--- src/common/pwc_pkg.sv ---
// Constants and types shared by the PWM group with capture
package pwc_pkg;
  localparam int NCH   = 8;
  localparam int NPAIR = 4;
  localparam int NGEN  = 4;

  // Register byte offsets (one aligned word each)
  localparam logic [7:0] OFS_PRESCALE   = 8'h00;
  localparam logic [7:0] OFS_CLKSEL     = 8'h04;
  localparam logic [7:0] OFS_CTRL       = 8'h08;
  localparam logic [7:0] OFS_DEADTIME   = 8'h0c;
  localparam logic [7:0] OFS_PERIOD     = 8'h10;
  localparam logic [7:0] OFS_COMPARE    = 8'h30;
  localparam logic [7:0] OFS_COUNT      = 8'h50;
  localparam logic [7:0] OFS_IRQ_EN     = 8'h70;
  localparam logic [7:0] OFS_IRQ_IND    = 8'h74;
  localparam logic [7:0] OFS_CAP_CTRL   = 8'h78;
  localparam logic [7:0] OFS_RISE_LATCH = 8'h88;
  localparam logic [7:0] OFS_FALL_LATCH = 8'ha8;

  // Field positions
  localparam int CTRL_RUN_POS  = 0;
  localparam int CTRL_AUTO_POS = 8;
  localparam int CTRL_DZ_POS   = 16;
  localparam int CLKSEL_STRIDE = 4;
  localparam int PRE_STRIDE    = 8;
  localparam int CAP_HALF      = 16;
  localparam int CAP_RIE_POS   = 1;
  localparam int CAP_FIE_POS   = 2;
  localparam int CAP_EN_POS    = 3;
  localparam int CAP_RFLAG_POS = 6;
  localparam int CAP_FFLAG_POS = 7;

  // Reset values
  localparam logic [31:0] RST_WORD  = 32'h0;
  localparam logic [15:0] RST_HALF  = 16'h0;
  localparam logic [7:0]  RST_FLAGS = 8'h0;

  // Clock divider selections
  localparam logic [2:0] DIV_1  = 3'h0;
  localparam logic [2:0] DIV_2  = 3'h1;
  localparam logic [2:0] DIV_4  = 3'h2;
  localparam logic [2:0] DIV_8  = 3'h3;
  localparam logic [2:0] DIV_16 = 3'h4;

  typedef struct packed {
    logic        run;
    logic        auto_rl;
    logic [15:0] period;
    logic [15:0] compare;
  } pwc_tmr_cfg_s;

  typedef enum {PWC_IDLE, PWC_RUN, PWC_HALT} pwc_tmr_e;
endpackage

--- src/core/pwc_timer.sv ---
// One PWM timer: double-buffered 16-bit down-counter and comparator
`timescale 1ns/1ps
module pwc_timer (
  input  wire logic                 clk_i,
  input  wire logic                 srst_i,
  input  wire logic                 tick_i,
  input  wire pwc_pkg::pwc_tmr_cfg_s cfg_i,
  input  wire logic                 cap_reload_i,
  output logic [15:0]               count_o,
  output logic                      wave_o,
  output logic                      zero_o
);
  import pwc_pkg::*;

  pwc_tmr_e    state;
  logic [15:0] cmp_act;
  logic        start;
  logic        at_zero;

  assign start   = (state == PWC_IDLE) && cfg_i.run;
  assign at_zero = (state == PWC_RUN) && tick_i && (count_o == RST_HALF);

  always_ff @(posedge clk_i) begin
    if (srst_i) begin
      state <= PWC_IDLE;
    end else begin
      case (state)
        PWC_IDLE: if (cfg_i.run) state <= PWC_RUN;
        PWC_RUN: begin
          if (!cfg_i.run) state <= PWC_IDLE;
          else if (at_zero && !cfg_i.auto_rl) state <= PWC_HALT; // [RULE_11]
        end
        PWC_HALT: if (!cfg_i.run) state <= PWC_IDLE;
        default: state <= PWC_IDLE;
      endcase
    end
  end

  // Buffers move to the active counter and comparator at start and at an auto-reload zero; a capture reload, even on a zero, moves the period only
  always_ff @(posedge clk_i) begin
    if (srst_i) begin
      count_o <= RST_HALF;
      cmp_act <= RST_HALF;
    end else if (start) begin
      count_o <= cfg_i.period;
      cmp_act <= cfg_i.compare;
    end else if (state == PWC_RUN && cap_reload_i) begin
      count_o <= cfg_i.period; // [RULE_18]
    end else if (at_zero) begin
      if (cfg_i.auto_rl) begin
        count_o <= cfg_i.period; // [RULE_10] [RULE_09]
        cmp_act <= cfg_i.compare; // [RULE_09]
      end
    end else if (state == PWC_RUN && tick_i) begin
      count_o <= count_o - 16'h1;
    end
  end

  always_ff @(posedge clk_i) begin
    if (srst_i || state == PWC_IDLE) begin
      wave_o <= 1'b0;
    end else if (start || (at_zero && cfg_i.auto_rl)) begin
      wave_o <= 1'b0; // [RULE_21]
    end else if (state == PWC_RUN && tick_i && count_o != RST_HALF
                 && (count_o - 16'h1) == cmp_act) begin
      wave_o <= 1'b1; // [RULE_12]
    end
  end

  // One pulse per zero; a halted one-shot timer gives no more
  always_ff @(posedge clk_i) begin
    if (srst_i) zero_o <= 1'b0;
    else zero_o <= at_zero && cfg_i.run; // [RULE_04] [RULE_11]
  end
endmodule

--- src/core/pwc_top.sv ---
// PWM group with capture: registers, prescalers, dead zone and capture
//
// Our own choices: the register offsets and register access over Avalon-MM.
`timescale 1ns/1ps
// Notes on behaviour
// (RULE_01) Eight channels from four generators, alone or as four pairs.
// (RULE_02) Each generator has an 8-bit prescaler, then a 1/2/4/8/16 divider.
// (RULE_03) Each timer: own clock select, 16-bit down-counter, 16-bit compare.
// (RULE_04) A channel flag is set whenever its down-counter reaches zero.
// (RULE_05) A flag reaches the interrupt line only if its enable is set.
// (RULE_06) Each timer runs one-shot or auto-reload.
// (RULE_07) Pair 0 enable makes channels 0,1 complementary from timer 0.
// (RULE_08) Pairs 2-3, 4-5, 6-7 follow timers 2, 4, 6 and their dead zones.
// (RULE_09) Buffered period and compare load when the counter hits zero; the code loads them at a zero only in auto-reload mode.
// (RULE_10) Auto-reload: at zero reload from the period and keep counting.
// (RULE_11) One-shot: at zero halt and raise exactly one interrupt.
// (RULE_12) Output goes high when counter equals compare.
// (RULE_13) Capture enabled: pin stops driving and becomes an input.
// (RULE_14) Software sets up timer n before enabling capture on channel n.
// (RULE_15) Rising edge latches counter to rise latch, falling to fall latch.
// (RULE_16) Rise/fall irq enables: bits 1,2 and 17,18 of low capture reg.
// (RULE_17) Channels 2,3 of a group have the same enables in the high reg.
// (RULE_18) A capture interrupt reloads counter n at once.
// (RULE_19) Software reads indicator, then latch, then writes one to clear.
// (RULE_20) The input must not toggle again before service finishes.
// (RULE_21) Each reload drives the output low until the compare match; a capture reload leaves the output unchanged.
module pwc_top (
  input  wire logic        clk_i,
  input  wire logic        srst_i,
  input  wire logic [7:0]  avs_address_i,
  input  wire logic        avs_read_i,
  input  wire logic        avs_write_i,
  input  wire logic [31:0] avs_writedata_i,
  input  wire logic [3:0]  avs_byteenable_i,
  output logic [31:0]      avs_readdata_o,
  output logic             avs_waitrequest_o,
  input  wire logic [7:0]  cap_in_i,
  output logic [7:0]       pwm_out_ch_o,
  output logic [7:0]       pwm_oe_n_o,
  output logic             irq_o
);
  import pwc_pkg::*;

  logic [31:0]  pwm_prescale_reg;
  logic [31:0]  clk_select_reg;
  logic [31:0]  pwm_control_reg;
  logic [31:0]  dead_time_reg;
  logic [15:0]  period_reload_reg [NCH];
  logic [15:0]  compare_buf [NCH];
  logic [15:0]  count [NCH];
  logic [15:0]  rising_latch_reg [NCH];
  logic [15:0]  falling_latch_reg [NCH];
  logic [15:0]  cap_half [NCH];
  logic [7:0]   irq_enable;
  logic [7:0]   pwm_irq_indicator;
  logic [7:0]   cap_en;
  logic [7:0]   rise_ie;
  logic [7:0]   fall_ie;
  logic [7:0]   rise_flag;
  logic [7:0]   fall_flag;
  logic [7:0]   cap_q;
  logic [7:0]   rise_ev;
  logic [7:0]   fall_ev;
  logic [7:0]   cap_reload;
  logic [7:0]   wave;
  logic [7:0]   zero;
  logic [7:0]   tmr_tick;
  logic [7:0]   next_out;
  logic [3:0]   pre_tick;
  logic [3:0]   dz_done;
  logic [3:0]   dz_en;
  logic [7:0]   pre_cnt [NGEN];
  logic [3:0]   div_cnt [NCH];
  logic [7:0]   dz_cnt [NPAIR];
  logic [3:0]   dz_src_q;
  logic         req;
  logic         ack;
  logic         wr;
  logic [31:0]  next_rdata;

  function automatic logic [31:0] merge(input logic [31:0] old,
                                        input logic [31:0] wd,
                                        input logic [3:0]  be);
    logic [31:0] m;
    m = {{8{be[3]}}, {8{be[2]}}, {8{be[1]}}, {8{be[0]}}};
    return (old & ~m) | (wd & m);
  endfunction

  function automatic logic [3:0] div_mask(input logic [2:0] sel);
    case (sel)
      DIV_2:   return 4'h1;
      DIV_4:   return 4'h3;
      DIV_8:   return 4'h7;
      DIV_16:  return 4'hf;
      default: return 4'h0;
    endcase
  endfunction

  // Avalon slave: one wait state, write applied and data ready at ack
  assign req               = avs_read_i || avs_write_i;
  assign avs_waitrequest_o = req && !ack;
  assign wr                = avs_write_i && ack;

  always_ff @(posedge clk_i) begin
    if (srst_i) ack <= 1'b0;
    else ack <= req && !ack;
  end

  always_ff @(posedge clk_i) begin
    if (srst_i) avs_readdata_o <= RST_WORD;
    else if (avs_read_i && !ack) avs_readdata_o <= next_rdata;
  end

  always_comb begin
    next_rdata = RST_WORD;
    case ({avs_address_i[7:2], 2'b00})
      OFS_PRESCALE: next_rdata = pwm_prescale_reg;
      OFS_CLKSEL:   next_rdata = clk_select_reg;
      OFS_CTRL:     next_rdata = pwm_control_reg;
      OFS_DEADTIME: next_rdata = dead_time_reg;
      OFS_IRQ_EN:   next_rdata = {24'h0, irq_enable};
      OFS_IRQ_IND:  next_rdata = {24'h0, pwm_irq_indicator};
      default:      next_rdata = RST_WORD;
    endcase
    for (int i = 0; i < NCH; i++) begin
      if (avs_address_i[7:2] == 6'((OFS_PERIOD >> 2) + i))
        next_rdata = {16'h0, period_reload_reg[i]};
      if (avs_address_i[7:2] == 6'((OFS_COMPARE >> 2) + i))
        next_rdata = {16'h0, compare_buf[i]};
      if (avs_address_i[7:2] == 6'((OFS_COUNT >> 2) + i))
        next_rdata = {16'h0, count[i]};
      if (avs_address_i[7:2] == 6'((OFS_RISE_LATCH >> 2) + i))
        next_rdata = {16'h0, rising_latch_reg[i]};
      if (avs_address_i[7:2] == 6'((OFS_FALL_LATCH >> 2) + i))
        next_rdata = {16'h0, falling_latch_reg[i]};
    end
    for (int k = 0; k < NPAIR; k++) begin
      if (avs_address_i[7:2] == 6'((OFS_CAP_CTRL >> 2) + k))
        next_rdata = {cap_half[2*k+1], cap_half[2*k]}; // [RULE_16] [RULE_17]
    end
  end

  // Configuration words
  always_ff @(posedge clk_i) begin
    if (srst_i) begin
      pwm_prescale_reg <= RST_WORD;
      clk_select_reg   <= RST_WORD;
      pwm_control_reg  <= RST_WORD;
      dead_time_reg    <= RST_WORD;
      irq_enable       <= RST_FLAGS;
    end else if (wr) begin
      case ({avs_address_i[7:2], 2'b00})
        OFS_PRESCALE:
          pwm_prescale_reg <= merge(pwm_prescale_reg, avs_writedata_i,
                                    avs_byteenable_i);
        OFS_CLKSEL:
          clk_select_reg <= merge(clk_select_reg, avs_writedata_i,
                                  avs_byteenable_i);
        OFS_CTRL:
          pwm_control_reg <= merge(pwm_control_reg, avs_writedata_i,
                                   avs_byteenable_i);
        OFS_DEADTIME:
          dead_time_reg <= merge(dead_time_reg, avs_writedata_i,
                                 avs_byteenable_i);
        OFS_IRQ_EN:
          irq_enable <= 8'(merge({24'h0, irq_enable}, avs_writedata_i,
                                 avs_byteenable_i)); // [RULE_05]
        default: ;
      endcase
    end
  end

  // Interrupt line: gated period flags plus gated capture flags
  always_ff @(posedge clk_i) begin
    if (srst_i) irq_o <= 1'b0;
    else irq_o <= |(pwm_irq_indicator & irq_enable)
                  | |(rise_flag & rise_ie)
                  | |(fall_flag & fall_ie); // [RULE_05] [RULE_16]
  end

  // Prescaler per generator, divide by value plus one
  for (genvar g = 0; g < NGEN; g++) begin : g_gen
    logic [7:0] psc;
    assign psc         = pwm_prescale_reg[g*PRE_STRIDE +: 8];
    assign pre_tick[g] = (pre_cnt[g] == psc);

    always_ff @(posedge clk_i) begin
      if (srst_i || pre_tick[g]) pre_cnt[g] <= RST_FLAGS;
      else pre_cnt[g] <= pre_cnt[g] + 8'h1; // [RULE_02]
    end
  end

  // Per-channel divider, timer, capture and register slices
  for (genvar n = 0; n < NCH; n++) begin : g_ch
    localparam logic [7:0] CAP_OFS = 8'(OFS_CAP_CTRL + 4 * (n / 2));
    localparam int         H       = CAP_HALF * (n % 2);
    localparam logic [7:0] PER_OFS = 8'(OFS_PERIOD + 4 * n);
    localparam logic [7:0] CMP_OFS = 8'(OFS_COMPARE + 4 * n);
    pwc_tmr_cfg_s cfg;
    logic         cap_wr;
    logic [2:0]   sel;

    assign sel         = clk_select_reg[n*CLKSEL_STRIDE +: 3];
    assign tmr_tick[n] = pre_tick[n/2] // [RULE_02]
                         && ((div_cnt[n] & div_mask(sel)) == 4'h0);
    assign cfg.run     = pwm_control_reg[CTRL_RUN_POS + n];
    assign cfg.auto_rl = pwm_control_reg[CTRL_AUTO_POS + n]; // [RULE_06]
    assign cfg.period  = period_reload_reg[n];
    assign cfg.compare = compare_buf[n];
    assign cap_wr      = wr && ({avs_address_i[7:2], 2'b00} == CAP_OFS)
                         && avs_byteenable_i[H/8];
    assign cap_half[n] = {8'h0, fall_flag[n], rise_flag[n], 2'b00,
                          cap_en[n], fall_ie[n], rise_ie[n], 1'b0};

    always_ff @(posedge clk_i) begin
      if (srst_i) div_cnt[n] <= 4'h0;
      else if (pre_tick[n/2]) div_cnt[n] <= div_cnt[n] + 4'h1;
    end

    always_ff @(posedge clk_i) begin
      if (srst_i) begin
        period_reload_reg[n] <= RST_HALF;
        compare_buf[n]       <= RST_HALF;
      end else if (wr) begin
        if ({avs_address_i[7:2], 2'b00} == PER_OFS)
          period_reload_reg[n] <= 16'(merge({16'h0, period_reload_reg[n]},
                                           avs_writedata_i,
                                           avs_byteenable_i)); // [RULE_09]
        if ({avs_address_i[7:2], 2'b00} == CMP_OFS)
          compare_buf[n] <= 16'(merge({16'h0, compare_buf[n]},
                                     avs_writedata_i,
                                     avs_byteenable_i)); // [RULE_09]
      end
    end

    pwc_timer u_timer (
      .clk_i        (clk_i),
      .srst_i       (srst_i),
      .tick_i       (tmr_tick[n]),
      .cfg_i        (cfg),
      .cap_reload_i (cap_reload[n]),
      .count_o      (count[n]),
      .wave_o       (wave[n]),
      .zero_o       (zero[n])
    ); // [RULE_03]

    // Flags: a set in the clearing cycle wins
    always_ff @(posedge clk_i) begin
      if (srst_i) begin
        pwm_irq_indicator[n] <= 1'b0;
      end else begin
        pwm_irq_indicator[n] <= zero[n] || (pwm_irq_indicator[n]
          && !(wr && {avs_address_i[7:2], 2'b00} == OFS_IRQ_IND
               && avs_byteenable_i[0] && avs_writedata_i[n])); // [RULE_04]
      end
    end

    always_ff @(posedge clk_i) begin
      if (srst_i) begin
        cap_en[n]  <= 1'b0;
        rise_ie[n] <= 1'b0;
        fall_ie[n] <= 1'b0;
      end else if (cap_wr) begin
        cap_en[n]  <= avs_writedata_i[H + CAP_EN_POS];
        rise_ie[n] <= avs_writedata_i[H + CAP_RIE_POS]; // [RULE_16]
        fall_ie[n] <= avs_writedata_i[H + CAP_FIE_POS]; // [RULE_17]
      end
    end

    // Pin inputs are synchronous, so a single stage feeds edge detection
    assign rise_ev[n]    = cap_en[n] && cap_in_i[n] && !cap_q[n];
    assign fall_ev[n]    = cap_en[n] && !cap_in_i[n] && cap_q[n];
    assign cap_reload[n] = (rise_ev[n] && rise_ie[n])
                           || (fall_ev[n] && fall_ie[n]); // [RULE_18]

    always_ff @(posedge clk_i) begin
      if (srst_i) cap_q[n] <= 1'b0;
      else cap_q[n] <= cap_in_i[n];
    end

    always_ff @(posedge clk_i) begin
      if (srst_i) begin
        rising_latch_reg[n]  <= RST_HALF;
        falling_latch_reg[n] <= RST_HALF;
      end else begin
        if (rise_ev[n]) rising_latch_reg[n] <= count[n]; // [RULE_15]
        if (fall_ev[n]) falling_latch_reg[n] <= count[n]; // [RULE_15]
      end
    end

    always_ff @(posedge clk_i) begin
      if (srst_i) begin
        rise_flag[n] <= 1'b0;
        fall_flag[n] <= 1'b0;
      end else begin
        rise_flag[n] <= rise_ev[n] || (rise_flag[n]
          && !(cap_wr && avs_writedata_i[H + CAP_RFLAG_POS]));
        fall_flag[n] <= fall_ev[n] || (fall_flag[n]
          && !(cap_wr && avs_writedata_i[H + CAP_FFLAG_POS]));
      end
    end
  end

  // Dead zone per pair, driven by the even timer of the pair
  for (genvar p = 0; p < NPAIR; p++) begin : g_pair
    logic [7:0] dtime;
    assign dtime      = dead_time_reg[p*8 +: 8];
    assign dz_en[p]   = pwm_control_reg[CTRL_DZ_POS + p]; // [RULE_07]
    // Quiet only when no source edge is pending or the dead time is zero, so no glitch leaks out
    assign dz_done[p] = (dz_cnt[p] == RST_FLAGS)
                        && (wave[2*p] == dz_src_q[p] || dtime == RST_FLAGS);

    // Each edge of the source restarts the dead time in prescaled ticks
    always_ff @(posedge clk_i) begin
      if (srst_i) begin
        dz_cnt[p]   <= RST_FLAGS;
        dz_src_q[p] <= 1'b0;
      end else begin
        dz_src_q[p] <= wave[2*p];
        // The cycle that sees the edge is already blanked, so it counts
        if (wave[2*p] != dz_src_q[p]) // [RULE_08]
          dz_cnt[p] <= dtime - 8'(pre_tick[p] && dtime != RST_FLAGS);
        else if (!dz_done[p] && pre_tick[p]) dz_cnt[p] <= dz_cnt[p] - 8'h1;
      end
    end

    always_comb begin
      if (dz_en[p]) begin
        next_out[2*p]   = wave[2*p] && dz_done[p]; // [RULE_07] [RULE_08]
        next_out[2*p+1] = !wave[2*p] && dz_done[p]
                          && pwm_control_reg[CTRL_RUN_POS + 2*p];
      end else begin
        next_out[2*p]   = wave[2*p]; // [RULE_01]
        next_out[2*p+1] = wave[2*p+1];
      end
    end
  end

  // A capturing channel releases its pin and holds its output low
  always_ff @(posedge clk_i) begin
    if (srst_i) begin
      pwm_out_ch_o <= RST_FLAGS;
      pwm_oe_n_o   <= 8'hff;
    end else begin
      pwm_out_ch_o <= next_out & ~cap_en; // [RULE_13]
      pwm_oe_n_o   <= cap_en; // [RULE_13]
    end
  end
endmodule

--- config.mk ---
export PLATFORM = sky130hd
export DESIGN_NAME = pwc_top
export DESIGN_NICKNAME = d
export VERILOG_FILES = /design/src/common/pwc_pkg.sv /design/src/core/pwc_timer.sv /design/src/core/pwc_top.sv
export SDC_FILE = /design/constraint.sdc
export NUM_CORES = 2
export LEC_CHECK = 0
export BUFFER_PORTS_ARGS = -buffer_cell sky130_fd_sc_hd__buf_2
export CORE_MARGIN = 2
export CORE_UTILIZATION = 38
export CTS_CLUSTER_DIAMETER = 40
export DETAILED_ROUTE_END_ITERATION = 16
export PLACE_DENSITY = 0.6
export REMOVE_ABC_BUFFERS = 1
export SYNTH_ARGS = -nofsm -noshare
export SYNTH_HDL_FRONTEND = slang
export SYNTH_SLANG_ARGS = --single-unit
--- constraint.sdc ---
create_clock -name clk_i -period 4.4 [get_ports clk_i]
set_clock_uncertainty 0.2 [all_clocks]
set_input_delay 0.66 -clock clk_i [delete_from_list [all_inputs] [get_ports clk_i]]
set_output_delay 0.66 -clock clk_i [all_outputs]
set_load 0.1 [all_outputs]
==> run metrics <==
Final setup viols=0; Core ar.=roughly 0.15 mm²; fin nets=6580; CTS clk-pin slew, worst paths=0.06 ns; fmax=260 MHz; Min Clock Period, post-route=approximately 3.9 ns; vias=~53000; Commonest cells post-synth=nor2_1 (692), nand2_1 (582), a21oi_1 (580); top-count cell post-synth=nor2_1; H-tree depth=4; Finished Layout Cells=a little under 9000; ranking of synthesized cells by area=edfxtp_1 (29%), dfxtp_1 (19%), a21oi_1 (4.9%), nor2_1 (4.4%), mux2i_1 (3.9%); post-DP HPWL=175000 µm; initial antenna violation count=17; largest area contributor in the netlist=edfxtp_1; setup bufs post-CTS=0; CP startpoint kind=flop; worst r2r src=g_ch[0].u_timer.count_o[1]; Yosys top cell area share=29.4%; Hold Path Class=in -> reg; RSZ-0062 raised after global routing=false; Synth Flop Type=edfxtp_1; floorplan row count=144; Detail Route Antenna Nets=0; crit path cell chain=inv_1, ha_1, or4b_2, nor4_1, nand2_1, or4_4, nor2_2, a22o_1, buf_4, mux2i_1, nor2_1; Placed Area=0.0626 mm²; slew margin rel.=13.7%; drt total wl=243000 µm; Via density=6.12; Mapped Cells=6344; pins over their slew limit=0; final hold vios=0; Max Cap Viol=0; Critical Path Sink Type=flop; Post-synth EDFFs=576; number of I/O pins=106; Pre-antenna DRT Iters=7; RR Endpoint=g_ch[0].u_timer.cmp_act[0]; Seq cells post-synth=1142; buffer and inverter count on the worst path=2; Seq/Total Area, Yosys=48.6%; post-CTS sizing=0; first-pass GRT wire length=350000 µm; Final GP Congestion=1.01; maximum number of pins on one net before global-route repair=around 160; TritonCTS clock tree=built; Root Buffer=clkbuf_16; R2R cell count=11; Final Cycle Share=between 80% and 90%; count of cell types in the netlist=95; Max VDD drop=~0.28 mV; cell area after layout=0.0696 mm²; clock sinks=1142; post-synthesis average cell area=between 9 and 10 µm²; largest buffer count on any clock path=3; CP max FO=16; FFs w/ async S/R, synth=0%; die area=between 0.15 and 0.2 mm²; number of global-route vias before repair=49412; Initial Utilization=38.3%; hold_sp=avs_writedata_i[9]; status=completed; global route total overflow=0; dpl cells=about 8300; crit-path max cell delay=around 0.80 ns; die width=398 µm; I/O Buffers=around 100; critical path arrival=4.35 ns; WL/cell=around 28 µm; Die Span Y=about 400 µm; TritonCTS buffer count=183; Syn Std Cell Area=0.0589 mm²; Layout area overhead=18.1%; total global routing track utilization=29.9%; r2r setup slk=about 0.55 ns; Ys Warns=0; delay-heaviest family, CP=simple AND/OR/NAND/NOR gates; insertion delay to the later sink of the worst-skew pair=0.86 ns; worst slew pin tran=between 1 and 1.5 ns; Setup CP Type=reg -> reg; drc violations=0; PD cells=between 400 and 500 mW/mm²; layout cell share with drive strength beyond 1=12.3%; DRT iter0 DRCs=roughly 8200; CP Data Required Time=4.90 ns; Hold Crit Depth=3; leakage=0.0255 µW; Max stage delay cell, worst path=or4b_2
==> area by class of cell <==
| cell class | count | area, µm² |
|---|---|---|
| Tap cell | 2044 | 2560 |
| Timing Repair Buffer | 428 | 3160 |
| Clock buffer | 226 | 5050 |
| Sequential cell | 1142 | 28600 |
| Antenna cell | 12 | 30.0 |
| Inverter | 80 | 303 |
| Fill cell | 14575 | 84500 |
| Clock inverter | 120 | 1570 |
| Multi-Input combinational cell | 4657 | 28300 |
==> stage by stage <==
step / setup slack (ns) / utilization (%) / power (µW) / setup TNS (ns) / hold WS (ns)
finish: 0.550 / 45.2 / 29000 / 0 / 0.0395
global route: 0.222 / 45.1 / 29700 / 0 / 0.0476
CTS: 0.617 / 45.1 / 29000 / 0 / 0.00561
detailed placement: -0.00106 / 40.6 / 13700 / -0.00106 / 0.235
global placement: 0.0430 / 40.6 / 13600 / 0 / 0.225
floorplan: -1.08 / - / 12700 / -15.79 / 0.213
==> cells by family after synthesis <==
| group | share of synthesized area [%] |
|---|---|
| compound gates | 17.4 |
| xor+xnor | 5.08 |
| fa+ha+maj | 0.679 |
| buf+inv | 3.64 |
| flops | 48.6 |
| mux | 3.99 |
| simple gates | 20.7 |
==> tightest hold or removal path, delay by kind of cell <==
family        cells  cell delay, ns
buf+inv           1            0.20
simple gates      1            0.07
mux               1            0.10
==> power breakdown <==
group	internal (µW)	leakage [µW]	switching, µW
Sequential	11500	0.0106	318
Combinational	510	0.0117	1200
Clock	9720	0.00320	5800
Total	21700	0.0255	7310
==> repair_timing <==
action / 4_1_cts / 5_1_grt
hold buffers: 35 / 0
setup endpoints to repair: 0 / 0
hold endpoints to repair: 111 / 0
==> placed cells by master (no fill, tap or decap), drive strengths merged, types with 228 or more instances in the layout <==
cell type    n
mux2i      228
and2       269
o21ai      270
nand2b     285
buf        393
nor2       693
dfxtp      566
a21oi      580
edfxtp     576
nand2      582
==> worst max path at each step <==
stage / startpoint / end / cells past startpoint
2_1_floorplan: g_ch[0].u_timer.count_o[0] / g_ch[0].u_timer.count_o[3] / 9
3_3_place_gp: avs_address_i[3] / avs_readdata_o[14] / 13
3_5_place_dp: avs_address_i[3] / avs_readdata_o[8] / 10
4_1_cts: g_ch[0].u_timer.count_o[1] / g_ch[0].u_timer.cmp_act[0] / 11
5_1_grt: g_ch[4].u_timer.count_o[1] / g_ch[4].u_timer.wave_o / 11
6_report: g_ch[0].u_timer.count_o[1] / g_ch[0].u_timer.cmp_act[0] / 11
==> metal layers <==
| layer | global-route usage [%] | vias up | routed length (µm) |
|---|---|---|---|
| li1 | - | 23319 | - |
| met3 | 6.84 | 546 | 27600 |
| met2 | 45.0 | 3187 | 105000 |
| met1 | 41.3 | 26192 | 100000 |
| met4 | 12.1 | 12 | 10500 |
| met5 | 0 | - | 80 |
(Power assumes the default switching activity.)
